$ cat src/logic/usm_pkg.sv
/*
  Package for the serial unit in SPI mode: register offsets, field positions,
  reset values and mode codes.
  Assumes a byte-wide extended register port on the system clock.
*/
package usm_pkg;
  // ==========================================================================
  // Register offsets
  localparam logic [15:0] USM_OFF_CTRL1  = 16'h1000;
  localparam logic [15:0] USM_OFF_CTRL2  = 16'h1001;
  localparam logic [15:0] USM_OFF_CTRL3  = 16'h1002;
  localparam logic [15:0] USM_OFF_STATUS = 16'h1003;
  localparam logic [15:0] USM_OFF_DIV    = 16'h1004;
  localparam logic [15:0] USM_OFF_DATA   = 16'h1005;
  // ==========================================================================
  // Reset values
  localparam logic [7:0] USM_RST_CTRL   = 8'h00;
  localparam logic [7:0] USM_RST_STATUS = 8'h80;
  localparam logic [7:0] USM_RST_DIV    = 8'hff;
  // ==========================================================================
  // Field positions, control one
  localparam int USM_C1_MODE_HI = 7;
  localparam int USM_C1_MODE_LO = 6;
  localparam int USM_C1_PAR_HI  = 5;
  localparam int USM_C1_PAR_LO  = 4;
  localparam int USM_C1_LEN_HI  = 3;
  localparam int USM_C1_ORDER   = 2;
  localparam int USM_C1_CPHA    = 1;
  localparam int USM_C1_CPOL    = 0;
  // Control two
  localparam int USM_C2_TX_EMPTY_IRQ_ENABLE  = 7;
  localparam int USM_C2_TX_DONE_IRQ_ENABLE = 6;
  localparam int USM_C2_RX_PENDING_IRQ_ENABLE = 5;
  localparam int USM_C2_WAKIE = 4;
  localparam int USM_C2_TXON  = 3;
  localparam int USM_C2_RXON  = 2;
  localparam int USM_C2_EN    = 1;
  localparam int USM_C2_DBL   = 0;
  // Control three
  localparam int USM_C3_MASTER = 7;
  localparam int USM_C3_LOOP   = 6;
  localparam int USM_C3_GATE   = 5;
  localparam int USM_C3_SSCTL  = 4;
  localparam int USM_C3_SWAP   = 3;
  localparam int USM_C3_STOP2  = 2;
  localparam int USM_C3_TX8    = 1;
  localparam int USM_C3_RX8    = 0;
  // Status
  localparam int USM_ST_DRE  = 7;
  localparam int USM_ST_TXC  = 6;
  localparam int USM_ST_RXC  = 5;
  localparam int USM_ST_WAKE = 4;
  localparam int USM_ST_SRST = 3;
  localparam int USM_ST_DOR  = 2;
  // ==========================================================================
  // Modes and counts
  localparam logic [1:0] USM_MODE_ASYNC = 2'b00;
  localparam logic [1:0] USM_MODE_SYNC  = 2'b01;
  localparam logic [1:0] USM_MODE_SPI   = 2'b11;
  localparam logic [3:0] USM_BITS_SPI   = 4'h8;
  localparam int         USM_SYNC_STAGES = 2;
endpackage

$ cat src/logic/usm_sync.sv
/*
  Two-stage synchroniser for a bundle of pin inputs.
  Assumes the inputs are asynchronous to mclk.
*/
`timescale 1ns/10ps
module usm_sync import usm_pkg::*; #(
  parameter int WIDTH = 4
) (
  input  wire logic             mclk,
  input  wire logic             sys_rst,
  input  wire logic [WIDTH-1:0] async_in,
  output logic      [WIDTH-1:0] sync_out
);
  logic [WIDTH-1:0] meta;

  // ==========================================================================
  // First stage feeds only the second stage
  always_ff @(posedge mclk) begin
    if (sys_rst) begin
      meta     <= '0;
      sync_out <= '0;
    end else begin
      meta     <= async_in;
      sync_out <= meta;
    end
  end
endmodule

$ cat src/logic/usm_core.sv
/*
  Serial unit control set and SPI engine: six byte registers, master and slave
  transfers in all four clock formats, bit order, slave select, pin swap,
  loopback and double-buffered data.
  Assumes a byte register port on mclk; pins are asynchronous and are
  synchronised before use. The far side keeps slave select high between
  CPHA=0 transfers and never programs a divider below 2.
*/
`timescale 1ns/10ps
module usm_core import usm_pkg::*; (
  input  wire logic        mclk,
  input  wire logic        sys_rst,
  input  wire logic [15:0] reg_addr,
  input  wire logic        reg_wr,
  input  wire logic        reg_rd,
  input  wire logic [7:0]  reg_wdata,
  output logic      [7:0]  reg_rdata,
  input  wire logic        stop_mode,
  output logic             irq,
  input  wire logic        sck_in,
  output logic             sck_out,
  output logic             sck_oe,
  input  wire logic        ss_n_in,
  output logic             ss_n_out,
  output logic             ss_n_oe,
  input  wire logic        rxd_in,
  output logic             rxd_out,
  output logic             rxd_oe,
  input  wire logic        txd_in,
  output logic             txd_out,
  output logic             txd_oe
);
  typedef enum logic [1:0] {USM_IDLE, USM_RUN, USM_DONE} usm_state_e;

  logic [7:0] ctrl1, ctrl2, ctrl3, divider, tx_buf, shifter, rx_buf;
  logic       tx_buffer_empty_flag, tx_done_flag, rx_pending_flag, wake, dor, rxc_9;
  logic [7:0] div_cnt;
  logic [3:0] bit_cnt;
  logic       edge_ph, sck_lvl, ss_drive, out_bit;
  logic [3:0] pin_sync;
  logic       sck_d, ss_d;
  usm_state_e state;

  // ==========================================================================
  // Pin synchronisers: sck, ss_n, rxd, txd
  // Select enters inverted so a cleared synchroniser reads as deselected
  usm_sync #(.WIDTH(4)) u_sync (
    .mclk     (mclk),
    .sys_rst  (sys_rst),
    .async_in ({sck_in, ~ss_n_in, rxd_in, txd_in}),
    .sync_out (pin_sync)
  );

  wire       s_sck   = pin_sync[3];
  wire       s_ss_n  = ~pin_sync[2];
  wire       s_rxd   = pin_sync[1];
  wire       s_txd   = pin_sync[0];
  wire [1:0] op_mode_field     = ctrl1[USM_C1_MODE_HI:USM_C1_MODE_LO];
  wire       spi_mode          = (op_mode_field == USM_MODE_SPI);
  wire       first_bit_select  = ctrl1[USM_C1_ORDER];
  wire       cpha              = ctrl1[USM_C1_CPHA];
  wire       cpol              = ctrl1[USM_C1_CPOL];
  wire       unit_enable       = ctrl2[USM_C2_EN];
  wire       receiver_on       = ctrl2[USM_C2_RXON];
  wire       master            = ctrl3[USM_C3_MASTER];
  wire       loopback_select   = ctrl3[USM_C3_LOOP];
  wire       sck_gating_select = ctrl3[USM_C3_GATE];
  wire       slave_select_control = ctrl3[USM_C3_SSCTL];
  wire       pin_swap_select   = ctrl3[USM_C3_SWAP];
  wire       active            = unit_enable & spi_mode;

  // ==========================================================================
  // Register decode
  wire sel_c1 = (reg_addr == USM_OFF_CTRL1);
  wire sel_c2 = (reg_addr == USM_OFF_CTRL2);
  wire sel_c3 = (reg_addr == USM_OFF_CTRL3);
  wire sel_st = (reg_addr == USM_OFF_STATUS);
  wire sel_dv = (reg_addr == USM_OFF_DIV);
  wire sel_dr = (reg_addr == USM_OFF_DATA);
  wire data_wr = reg_wr & sel_dr & tx_buffer_empty_flag & active;
  wire data_rd = reg_rd & sel_dr;
  wire soft_rst = reg_wr & sel_st & reg_wdata[USM_ST_SRST];
  wire blk_rst = sys_rst | soft_rst | ~active;

  // Pin routing; loopback feeds our own output back in
  wire miso_pin = pin_swap_select ? s_txd : s_rxd;
  wire mosi_pin = pin_swap_select ? s_rxd : s_txd;
  wire data_in  = loopback_select ? out_bit
                : (master ? miso_pin : mosi_pin);

  // Slave clock edges from the sampled pin; polarity strips CPOL
  wire sck_rise  = s_sck & ~sck_d;
  wire sck_fall  = ~s_sck & sck_d;
  wire lead_edge = cpol ? sck_fall : sck_rise;
  wire trail_edge = cpol ? sck_rise : sck_fall;
  wire ss_fall   = ~s_ss_n & ss_d;
  wire slave_sel = ~s_ss_n;
  // CPHA=0 slave waits for a fresh select fall; CPHA=1 may run back to back
  wire start_ok  = ~tx_buffer_empty_flag & (master | (slave_sel & (cpha | ss_fall)));

  // Master clock: half bit period of divider plus one mclk cycles
  // Ticks run on into the closing state so the last trailing edge is made
  wire div_tick = master & (state != USM_IDLE) & (div_cnt == 8'h00);
  wire m_lead   = div_tick & ~edge_ph;
  wire m_trail  = div_tick & edge_ph;
  wire lead     = master ? m_lead : (lead_edge & slave_sel);
  wire trail    = master ? m_trail : (trail_edge & slave_sel);
  wire sample   = cpha ? trail : lead;
  wire shift    = cpha ? lead : trail;
  wire last_bit = sample & (bit_cnt == USM_BITS_SPI - 4'h1);
  wire next_out = first_bit_select ? shifter[7] : shifter[0];

  // ==========================================================================
  // Control registers
  always_ff @(posedge mclk) begin
    if (sys_rst) begin
      ctrl1   <= USM_RST_CTRL;
      ctrl2   <= USM_RST_CTRL;
      ctrl3   <= USM_RST_CTRL;
      divider <= USM_RST_DIV;
    end else if (reg_wr) begin
      if (sel_c1) ctrl1 <= reg_wdata;
      if (sel_c2) ctrl2 <= reg_wdata;
      if (sel_c3) ctrl3 <= reg_wdata;
      if (sel_dv) divider <= reg_wdata;
    end
  end

  // ==========================================================================
  // Transfer engine; slave restarts on each select fall or after a byte
  always_ff @(posedge mclk) begin
    sck_d <= s_sck;
    ss_d  <= s_ss_n;
    if (blk_rst) begin
      state    <= USM_IDLE;
      bit_cnt  <= 4'h0;
      div_cnt  <= 8'h00;
      edge_ph  <= 1'b0;
      sck_lvl  <= 1'b0;
      shifter  <= 8'h00;
      out_bit  <= 1'b0;
      ss_drive <= 1'b1;
    end else begin
      unique case (state)
        USM_IDLE: begin
          // Loaded buffer enters the shifter; first bit presented at once
          if (start_ok) begin
            shifter  <= tx_buf;
            out_bit  <= first_bit_select ? tx_buf[7] : tx_buf[0];
            state    <= USM_RUN;
            bit_cnt  <= 4'h0;
            div_cnt  <= divider;
            edge_ph  <= 1'b0;
            ss_drive <= 1'b0;
          end
        end
        USM_RUN: begin
          div_cnt <= (div_cnt == 8'h00) ? divider : div_cnt - 8'h01;
          if (div_tick) begin
            edge_ph <= ~edge_ph;
            sck_lvl <= ~sck_lvl;
          end
          if (sample) begin
            shifter <= first_bit_select ? {shifter[6:0], data_in}
                                        : {data_in, shifter[7:1]};
            bit_cnt <= bit_cnt + 4'h1;
          end
          // CPHA=1 drives on the leading edge, CPHA=0 after the sample
          if (shift && !(cpha == 1'b0 && bit_cnt == 4'h0 && !sample))
            out_bit <= next_out;
          if (last_bit) state <= USM_DONE;
          if (!master && !slave_sel) state <= USM_IDLE;
        end
        USM_DONE: begin
          // Wait for the final trailing edge in master so SCK returns idle
          if (!master || m_trail || cpha) begin
            state    <= USM_IDLE;
            sck_lvl  <= 1'b0;
            ss_drive <= 1'b1;
          end
          if (master && !cpha)
            div_cnt <= (div_cnt == 8'h00) ? divider : div_cnt - 8'h01;
        end
      endcase
    end
  end

  // ==========================================================================
  // Buffers and flags; a new byte wins over a simultaneous read
  wire xfer_end = last_bit;
  always_ff @(posedge mclk) begin
    if (sys_rst || soft_rst || !unit_enable) begin
      tx_buffer_empty_flag    <= 1'b1;
      tx_done_flag    <= 1'b0;
      rx_pending_flag    <= 1'b0;
      dor    <= 1'b0;
      tx_buf <= 8'h00;
      rx_buf <= 8'h00;
      rxc_9  <= 1'b0;
      wake   <= 1'b0;
    end else begin
      if (data_wr) begin
        tx_buf <= reg_wdata;
        tx_buffer_empty_flag    <= 1'b0;
        tx_done_flag    <= 1'b0;
      end else if (active && state == USM_IDLE && start_ok)
        tx_buffer_empty_flag <= 1'b1;
      if (xfer_end && tx_buffer_empty_flag && !data_wr) tx_done_flag <= 1'b1;
      else if (reg_wr && sel_st && !reg_wdata[USM_ST_TXC]) tx_done_flag <= 1'b0;
      if (xfer_end && receiver_on) begin
        rx_buf <= first_bit_select ? {shifter[6:0], data_in}
                                   : {data_in, shifter[7:1]};
        rx_pending_flag    <= 1'b1;
        dor    <= rx_pending_flag & ~data_rd;
      end else if (data_rd) begin
        rx_pending_flag <= 1'b0;
        dor <= 1'b0;
      end
      if (!receiver_on) rx_pending_flag <= 1'b0;
      // Wake only in asynchronous mode, on a low receive pin during stop
      if (stop_mode && !s_rxd && !spi_mode && op_mode_field == USM_MODE_ASYNC)
        wake <= 1'b1;
      else if (reg_wr && sel_st && !reg_wdata[USM_ST_WAKE]) wake <= 1'b0;
      rxc_9 <= 1'b0;
    end
  end

  // ==========================================================================
  // Read mux and interrupt
  wire [7:0] status = {tx_buffer_empty_flag, tx_done_flag, rx_pending_flag, wake, 1'b0, dor, 2'b00};
  wire [7:0] c3_rd  = {ctrl3[7:1], rxc_9};
  always_ff @(posedge mclk) begin
    if (sys_rst) reg_rdata <= 8'h00;
    else if (reg_rd)
      reg_rdata <= sel_c1 ? ctrl1 : sel_c2 ? ctrl2 : sel_c3 ? c3_rd :
                   sel_st ? status : sel_dv ? divider : sel_dr ? rx_buf : 8'h00;
  end

  assign irq = (tx_buffer_empty_flag & ctrl2[USM_C2_TX_EMPTY_IRQ_ENABLE]) | (tx_done_flag & ctrl2[USM_C2_TX_DONE_IRQ_ENABLE])
             | (rx_pending_flag & ctrl2[USM_C2_RX_PENDING_IRQ_ENABLE]) | (wake & ctrl2[USM_C2_WAKIE]);

  // ==========================================================================
  // Pin drivers; master drives MOSI, slave drives MISO while selected
  wire drive_data = active & (master | slave_sel) & ~loopback_select;
  wire free_sck   = master & ~sck_gating_select & ~spi_mode & unit_enable;
  assign sck_out  = cpol ^ sck_lvl;
  assign sck_oe   = active & master;
  assign ss_n_out = ss_drive;
  assign ss_n_oe  = active & master & ~slave_select_control;
  assign txd_out  = out_bit;
  assign rxd_out  = out_bit;
  assign txd_oe   = drive_data & (master ^ pin_swap_select);
  assign rxd_oe   = drive_data & ~(master ^ pin_swap_select) & ~free_sck;

  // ==========================================================================
  // Checks
  AST_DRE_RESET: assert property (@(posedge mclk) $fell(sys_rst) |-> tx_buffer_empty_flag)
    else $error("transmit empty flag not one after reset");
  AST_START: assert property (@(posedge mclk) disable iff (sys_rst)
    data_wr |=> !tx_buffer_empty_flag) else $error("write did not fill buffer");
  AST_SPI_ONLY: assert property (@(posedge mclk) disable iff (sys_rst)
    !spi_mode |-> !sck_oe) else $error("sck driven outside spi");
  AST_RXC: assert property (@(posedge mclk) disable iff (sys_rst)
    (last_bit && receiver_on && !soft_rst) |=> rx_pending_flag) else $error("rxc not set");
  AST_RDCLR: assert property (@(posedge mclk) disable iff (sys_rst)
    (data_rd && !last_bit && unit_enable) |=> !rx_pending_flag) else $error("rxc not cleared");
  AST_SS: assert property (@(posedge mclk) disable iff (sys_rst)
    (active && !master) |-> !ss_n_oe) else $error("slave drives select");
  AST_SWAP: assert property (@(posedge mclk) disable iff (sys_rst)
    (txd_oe && rxd_oe) |-> 0) else $error("both data pins driven");
  AST_IRQ: assert property (@(posedge mclk) disable iff (sys_rst)
    (tx_buffer_empty_flag && ctrl2[USM_C2_TX_EMPTY_IRQ_ENABLE]) |-> irq) else $error("irq missing");
  // Master clock must rest at its polarity level whenever select is released
  AST_SCK_IDLE: assert property (@(posedge mclk) disable iff (sys_rst)
    (sck_oe && ss_n_oe && ss_n_out) |-> (sck_out == cpol))
    else $error("master clock not at idle level");
  AST_SLV_WAIT: assert property (@(posedge mclk) disable iff (sys_rst)
    (active && !master && !cpha && state == USM_IDLE && !ss_fall) |=> (state == USM_IDLE))
    else $error("slave started without select fall");
endmodule

$ cat config.mk
export PLATFORM = sky130hd
export DESIGN_NAME = usm_core
export DESIGN_NICKNAME = d
export VERILOG_FILES = /design/src/logic/usm_pkg.sv /design/src/logic/usm_sync.sv /design/src/logic/usm_core.sv
export SDC_FILE = /design/constraint.sdc
export NUM_CORES = 1
export LEC_CHECK = 0
export BUFFER_PORTS_ARGS = -buffer_cell sky130_fd_sc_hd__buf_2
export CORE_MARGIN = 8
export CORE_UTILIZATION = 28
export DETAILED_ROUTE_END_ITERATION = 16
export PLACE_DENSITY = 0.49
export SYNTH_ARGS = -nofsm -noshare
export SYNTH_HDL_FRONTEND = slang
export SYNTH_HIERARCHICAL = 1
export SYNTH_SLANG_ARGS = --single-unit
$ cat constraint.sdc
create_clock -name mclk -period 2.5 [get_ports mclk]
set_input_delay 0.375 -clock mclk [delete_from_list [all_inputs] [get_ports mclk]]
set_output_delay 0.375 -clock mclk [all_outputs]
set_load 0.02 [all_outputs]
==> qor.csv <==
stage;metric;value;unit
run_status;outcome;finished clean;
clocking;Skew-Pair Late Insertion Delay;0.35;ns
power_and_ir_drop;Logic pwr share;4.2;%
final_layout;fillcell total;1836;
critical_path;critical path class;reg -> reg;
clocking;CTS H-tree lvls;3;
die;number of I/O pins;50;
critical_path;CP cell instances;inv_1, ha_1, nor2b_1, a22o_1, o21bai_1, a21o_1, a211o_1, a21oi_1;
die;Initial Util;28.5;%
power_and_ir_drop;Peak VDD IR;0.323;mV
clocking;TritonCTS sink count;96;
yosys;synth unique cells;70;
power_and_ir_drop;Leakage;2.13;nW
critical_path;FF-to-FF Start;state[0];
yosys;Synth area leader;dfxtp_1;
grt;largest net degree at the start of global routing;44;
critical_path;FF-to-FF setup slack;0.19;ns
clocking;# hold bufs at CTS;0;
grt;antenna violations before repair;0;
yosys;syn nets;606;
critical_path;Critical Path Max Stage Delay;0.36;ns
grt;Total GRT Usage;13.4;%
timing;skew final;0.00870;ns
die;Core Region;17300;um^2
clocking;clk root buf;clkbuf_16;
critical_path;CP endpoint kind;flop;
route;vias per cell;5.02;
power_and_ir_drop;Seq pwr share;48.2;%
final_layout;Final nets;654;
grt;global-route wire length before repair;23100;um
route;drt drc;0;
power_and_ir_drop;clock share of power;47.6;%
critical_path;Buf/Inv on CP;1;
worst_hold_path;hold depth;2;
die;Die W;149;um
yosys;most frequent cells after synthesis;dfxtp_1 (96), nand2_1 (64), nor2_1 (58), mux2i_1 (44), a21oi_1 (36);
timing;RSZ-0062 raised after global routing;false;
critical_path;startpoint types;flop;
power_and_ir_drop;P per Cell Area;552;nW/um^2
worst_hold_path;HP Start;sck_in;
clocking;CTS buffer count;9;
timing;minimum clock period;2.31;ns
clocking;TritonCTS clock tree;done;
timing;Final Cycle Share;92.2;%
timing;Pins Over Slew Limit;0;
final_layout;Area growth, synth to finish;17.3;%
yosys;Synth warnings;6;
route;WL per Instance;17.2;um
yosys;Syn Area/Cell;8.72;um^2
critical_path;worst-case reg-to-reg path depth;8;
yosys;Mapped Area;4940;um^2
route;DRT Pass-1 Iters;4;
power_and_ir_drop;switching component of the power;0.703;mW
critical_path;CP delay by family, top;compound AO/OA/AOI/OAI gates;
yosys;Cells after Synth;566;
route;post-route ant nets;0;
clocking;Clock Path Buffers;2;
yosys;top post-synthesis cells by area;dfxtp_1 (39%), mux2i_1 (8.9%), nand2_1 (4.9%);
die;full die area;22100;um^2
timing;relative slew slack;58.2;%
power_and_ir_drop;Sw Ratio;22.0;%
critical_path;CP arrival;2.58;ns
yosys;FF+latch count, synth;96;
grt;total gr overflow;0;
worst_hold_path;Hold Path Class;in -> reg;
yosys;number of flops mapped to enable cells by yosys;0;
yosys;Main synth FF type;dfxtp_1;
route;wirelength, routed;14500;um
power_and_ir_drop;P_int;2.50;mW
final_layout;design area;5790;um^2
critical_path;worst r2r dst;shifter[0];
die;die height;149;um
yosys;Yosys top cell area share;38.9;%
die;Core Rows;48;
yosys;FFs w/ async S/R, synth;0;%
final_layout;antenna fix cells;0;
yosys;register area share after synthesis;38.9;%
worst_hold_path;Worst Hold Endpoint;u_sync/meta[3];
clocking;clock-pin slew of the registers on the worst-case setup and hold paths;0.07;ns
route;number of DRC markers in iteration 0;361;
flow_run;max-cap viol count;0;
power_and_ir_drop;Power, Total;3.20;mW
yosys;most numerous cell in the Yosys netlist;dfxtp_1;
timing;Worst-Margin Slew;0.626;ns
timing;Hold Fails Final Rpt;0;
grt;vias in the first global route;4103;
clocking;Resized cells post-CTS;0;
place;hpwl dp;11100;um
place;number of port buffers;49;
place;Placer Congestion;0.846;
clocking;postcts setup bufs;0;
route;Vias;4239;
timing;Final Setup Violations;0;
place;Area after DPL;5460;um^2
critical_path;crit path max fanout;11;
critical_path;Crit path required time;2.78;ns
final_layout;layout cells sized above 1;16.8;%
timing;setup_tns;0;ns
critical_path;slowest CP cell;a21o_1;
timing;Fmax;434;MHz
## layout by cell type, fill, tap and decap left out, types with 3 or more instances in the layout
master,n
a211oi_1,13
a21o_1,3
a21oi_1,36
a21oi_2,3
a221oi_1,8
a22oi_1,6
a31oi_1,5
and2_1,3
and3_1,7
buf_2,49
buf_4,17
clkbuf_16,9
dfxtp_1,96
ha_1,7
inv_1,16
mux2i_1,44
nand2_1,64
nand2b_1,22
nand3_1,7
nand4_1,4
nor2_1,58
nor2b_1,19
nor3_1,7
nor4_1,4
o211ai_1,10
o21a_1,3
o21ai_0,19
o21ai_1,8
o221ai_1,5
o22a_1,4
or4bb_1,3
## how the worst max path moves through the flow
stage / from / to / cells past startpoint
3_3_place_gp: reg_addr[10] / tx_buf[6] / 7
4_1_cts: state[0] / shifter[0] / 8
2_1_floorplan: div_cnt[0] / dor / 9
6_report: state[0] / shifter[0] / 8
3_5_place_dp: reg_addr[10] / tx_buf[3] / 7
5_1_grt: state[0] / shifter[0] / 8
## power groups by stage
stage          registers [mW]  clock network (mW)  logic [mW]
2_1_floorplan            1.58                   0      0.0628
3_3_place_gp             1.58                   0       0.133
3_5_place_dp             1.58                   0       0.134
4_1_cts                  1.54                1.56       0.134
5_1_grt                  1.54                1.62       0.144
6_report                 1.54                1.52       0.133
## stage by stage
stage	setup WS (ns)	instances	utilization (%)	hold slack, ns
floorplan	0.388	566	-	0.407
global placement	0.179	828	31.6	0.420
detailed placement	0.163	828	31.6	0.425
CTS	0.200	844	33.5	0.216
global route	0.0660	844	33.5	0.236
finish	0.195	844	33.5	0.227
## state kept, by name, summed over array words and instances (netlist names), 2 cells and up
signal and count:
u_sync/sync_out 4, ctrl2 8, ctrl3 7, shifter 8
rx_buf 8, bit_cnt 4, u_sync/meta 4, tx_buf 8
state 2, div_cnt 8, divider 8, ctrl1 8
reg_rdata 8
## worst register-to-register path: cells and delay by family (launching register included)
kind                       cells  cell delay, ns
adders and majority gates      1            0.29
DFF                            1            0.35
buffers and inverters          1            0.07
AOI/OAI and AO/OA              5            1.35
and+or+nand+nor                1            0.16
## layout make-up
type,count,area [um^2],area share (%)
timing repair buffer,67,393,6.78
inverter,16,60.1,1.04
clock inverter,6,90.1,1.56
sequential,96,1920,33.2
tap,225,282,4.86
multi-input combinational,424,2810,48.4
clock buffer,10,239,4.13
## layer usage
layer | wire length, um | vias up | GRT usage, % | share of wire (%)
met1 | 6900 | 2006 | 17.5 | 48
met4 | 264 | 0 | 5.30 | 1.8
li1 | - | 2140 | - | -
met5 | 0 | - | 0 | 0
met3 | 387 | 16 | 1.88 | 2.7
met2 | 6970 | 77 | 21.8 | 48
## cell families after synthesis
| family | synth area share [%] |
|---|---|
| simple gates | 25.6 |
| compound gates | 18.9 |
| flops | 38.9 |
| mux | 9.84 |
| buf+inv | 4.23 |
| fa+ha+maj | 1.77 |
| xor+xnor | 0.710 |
No activity file was read; power rests on OpenSTA's default activity.
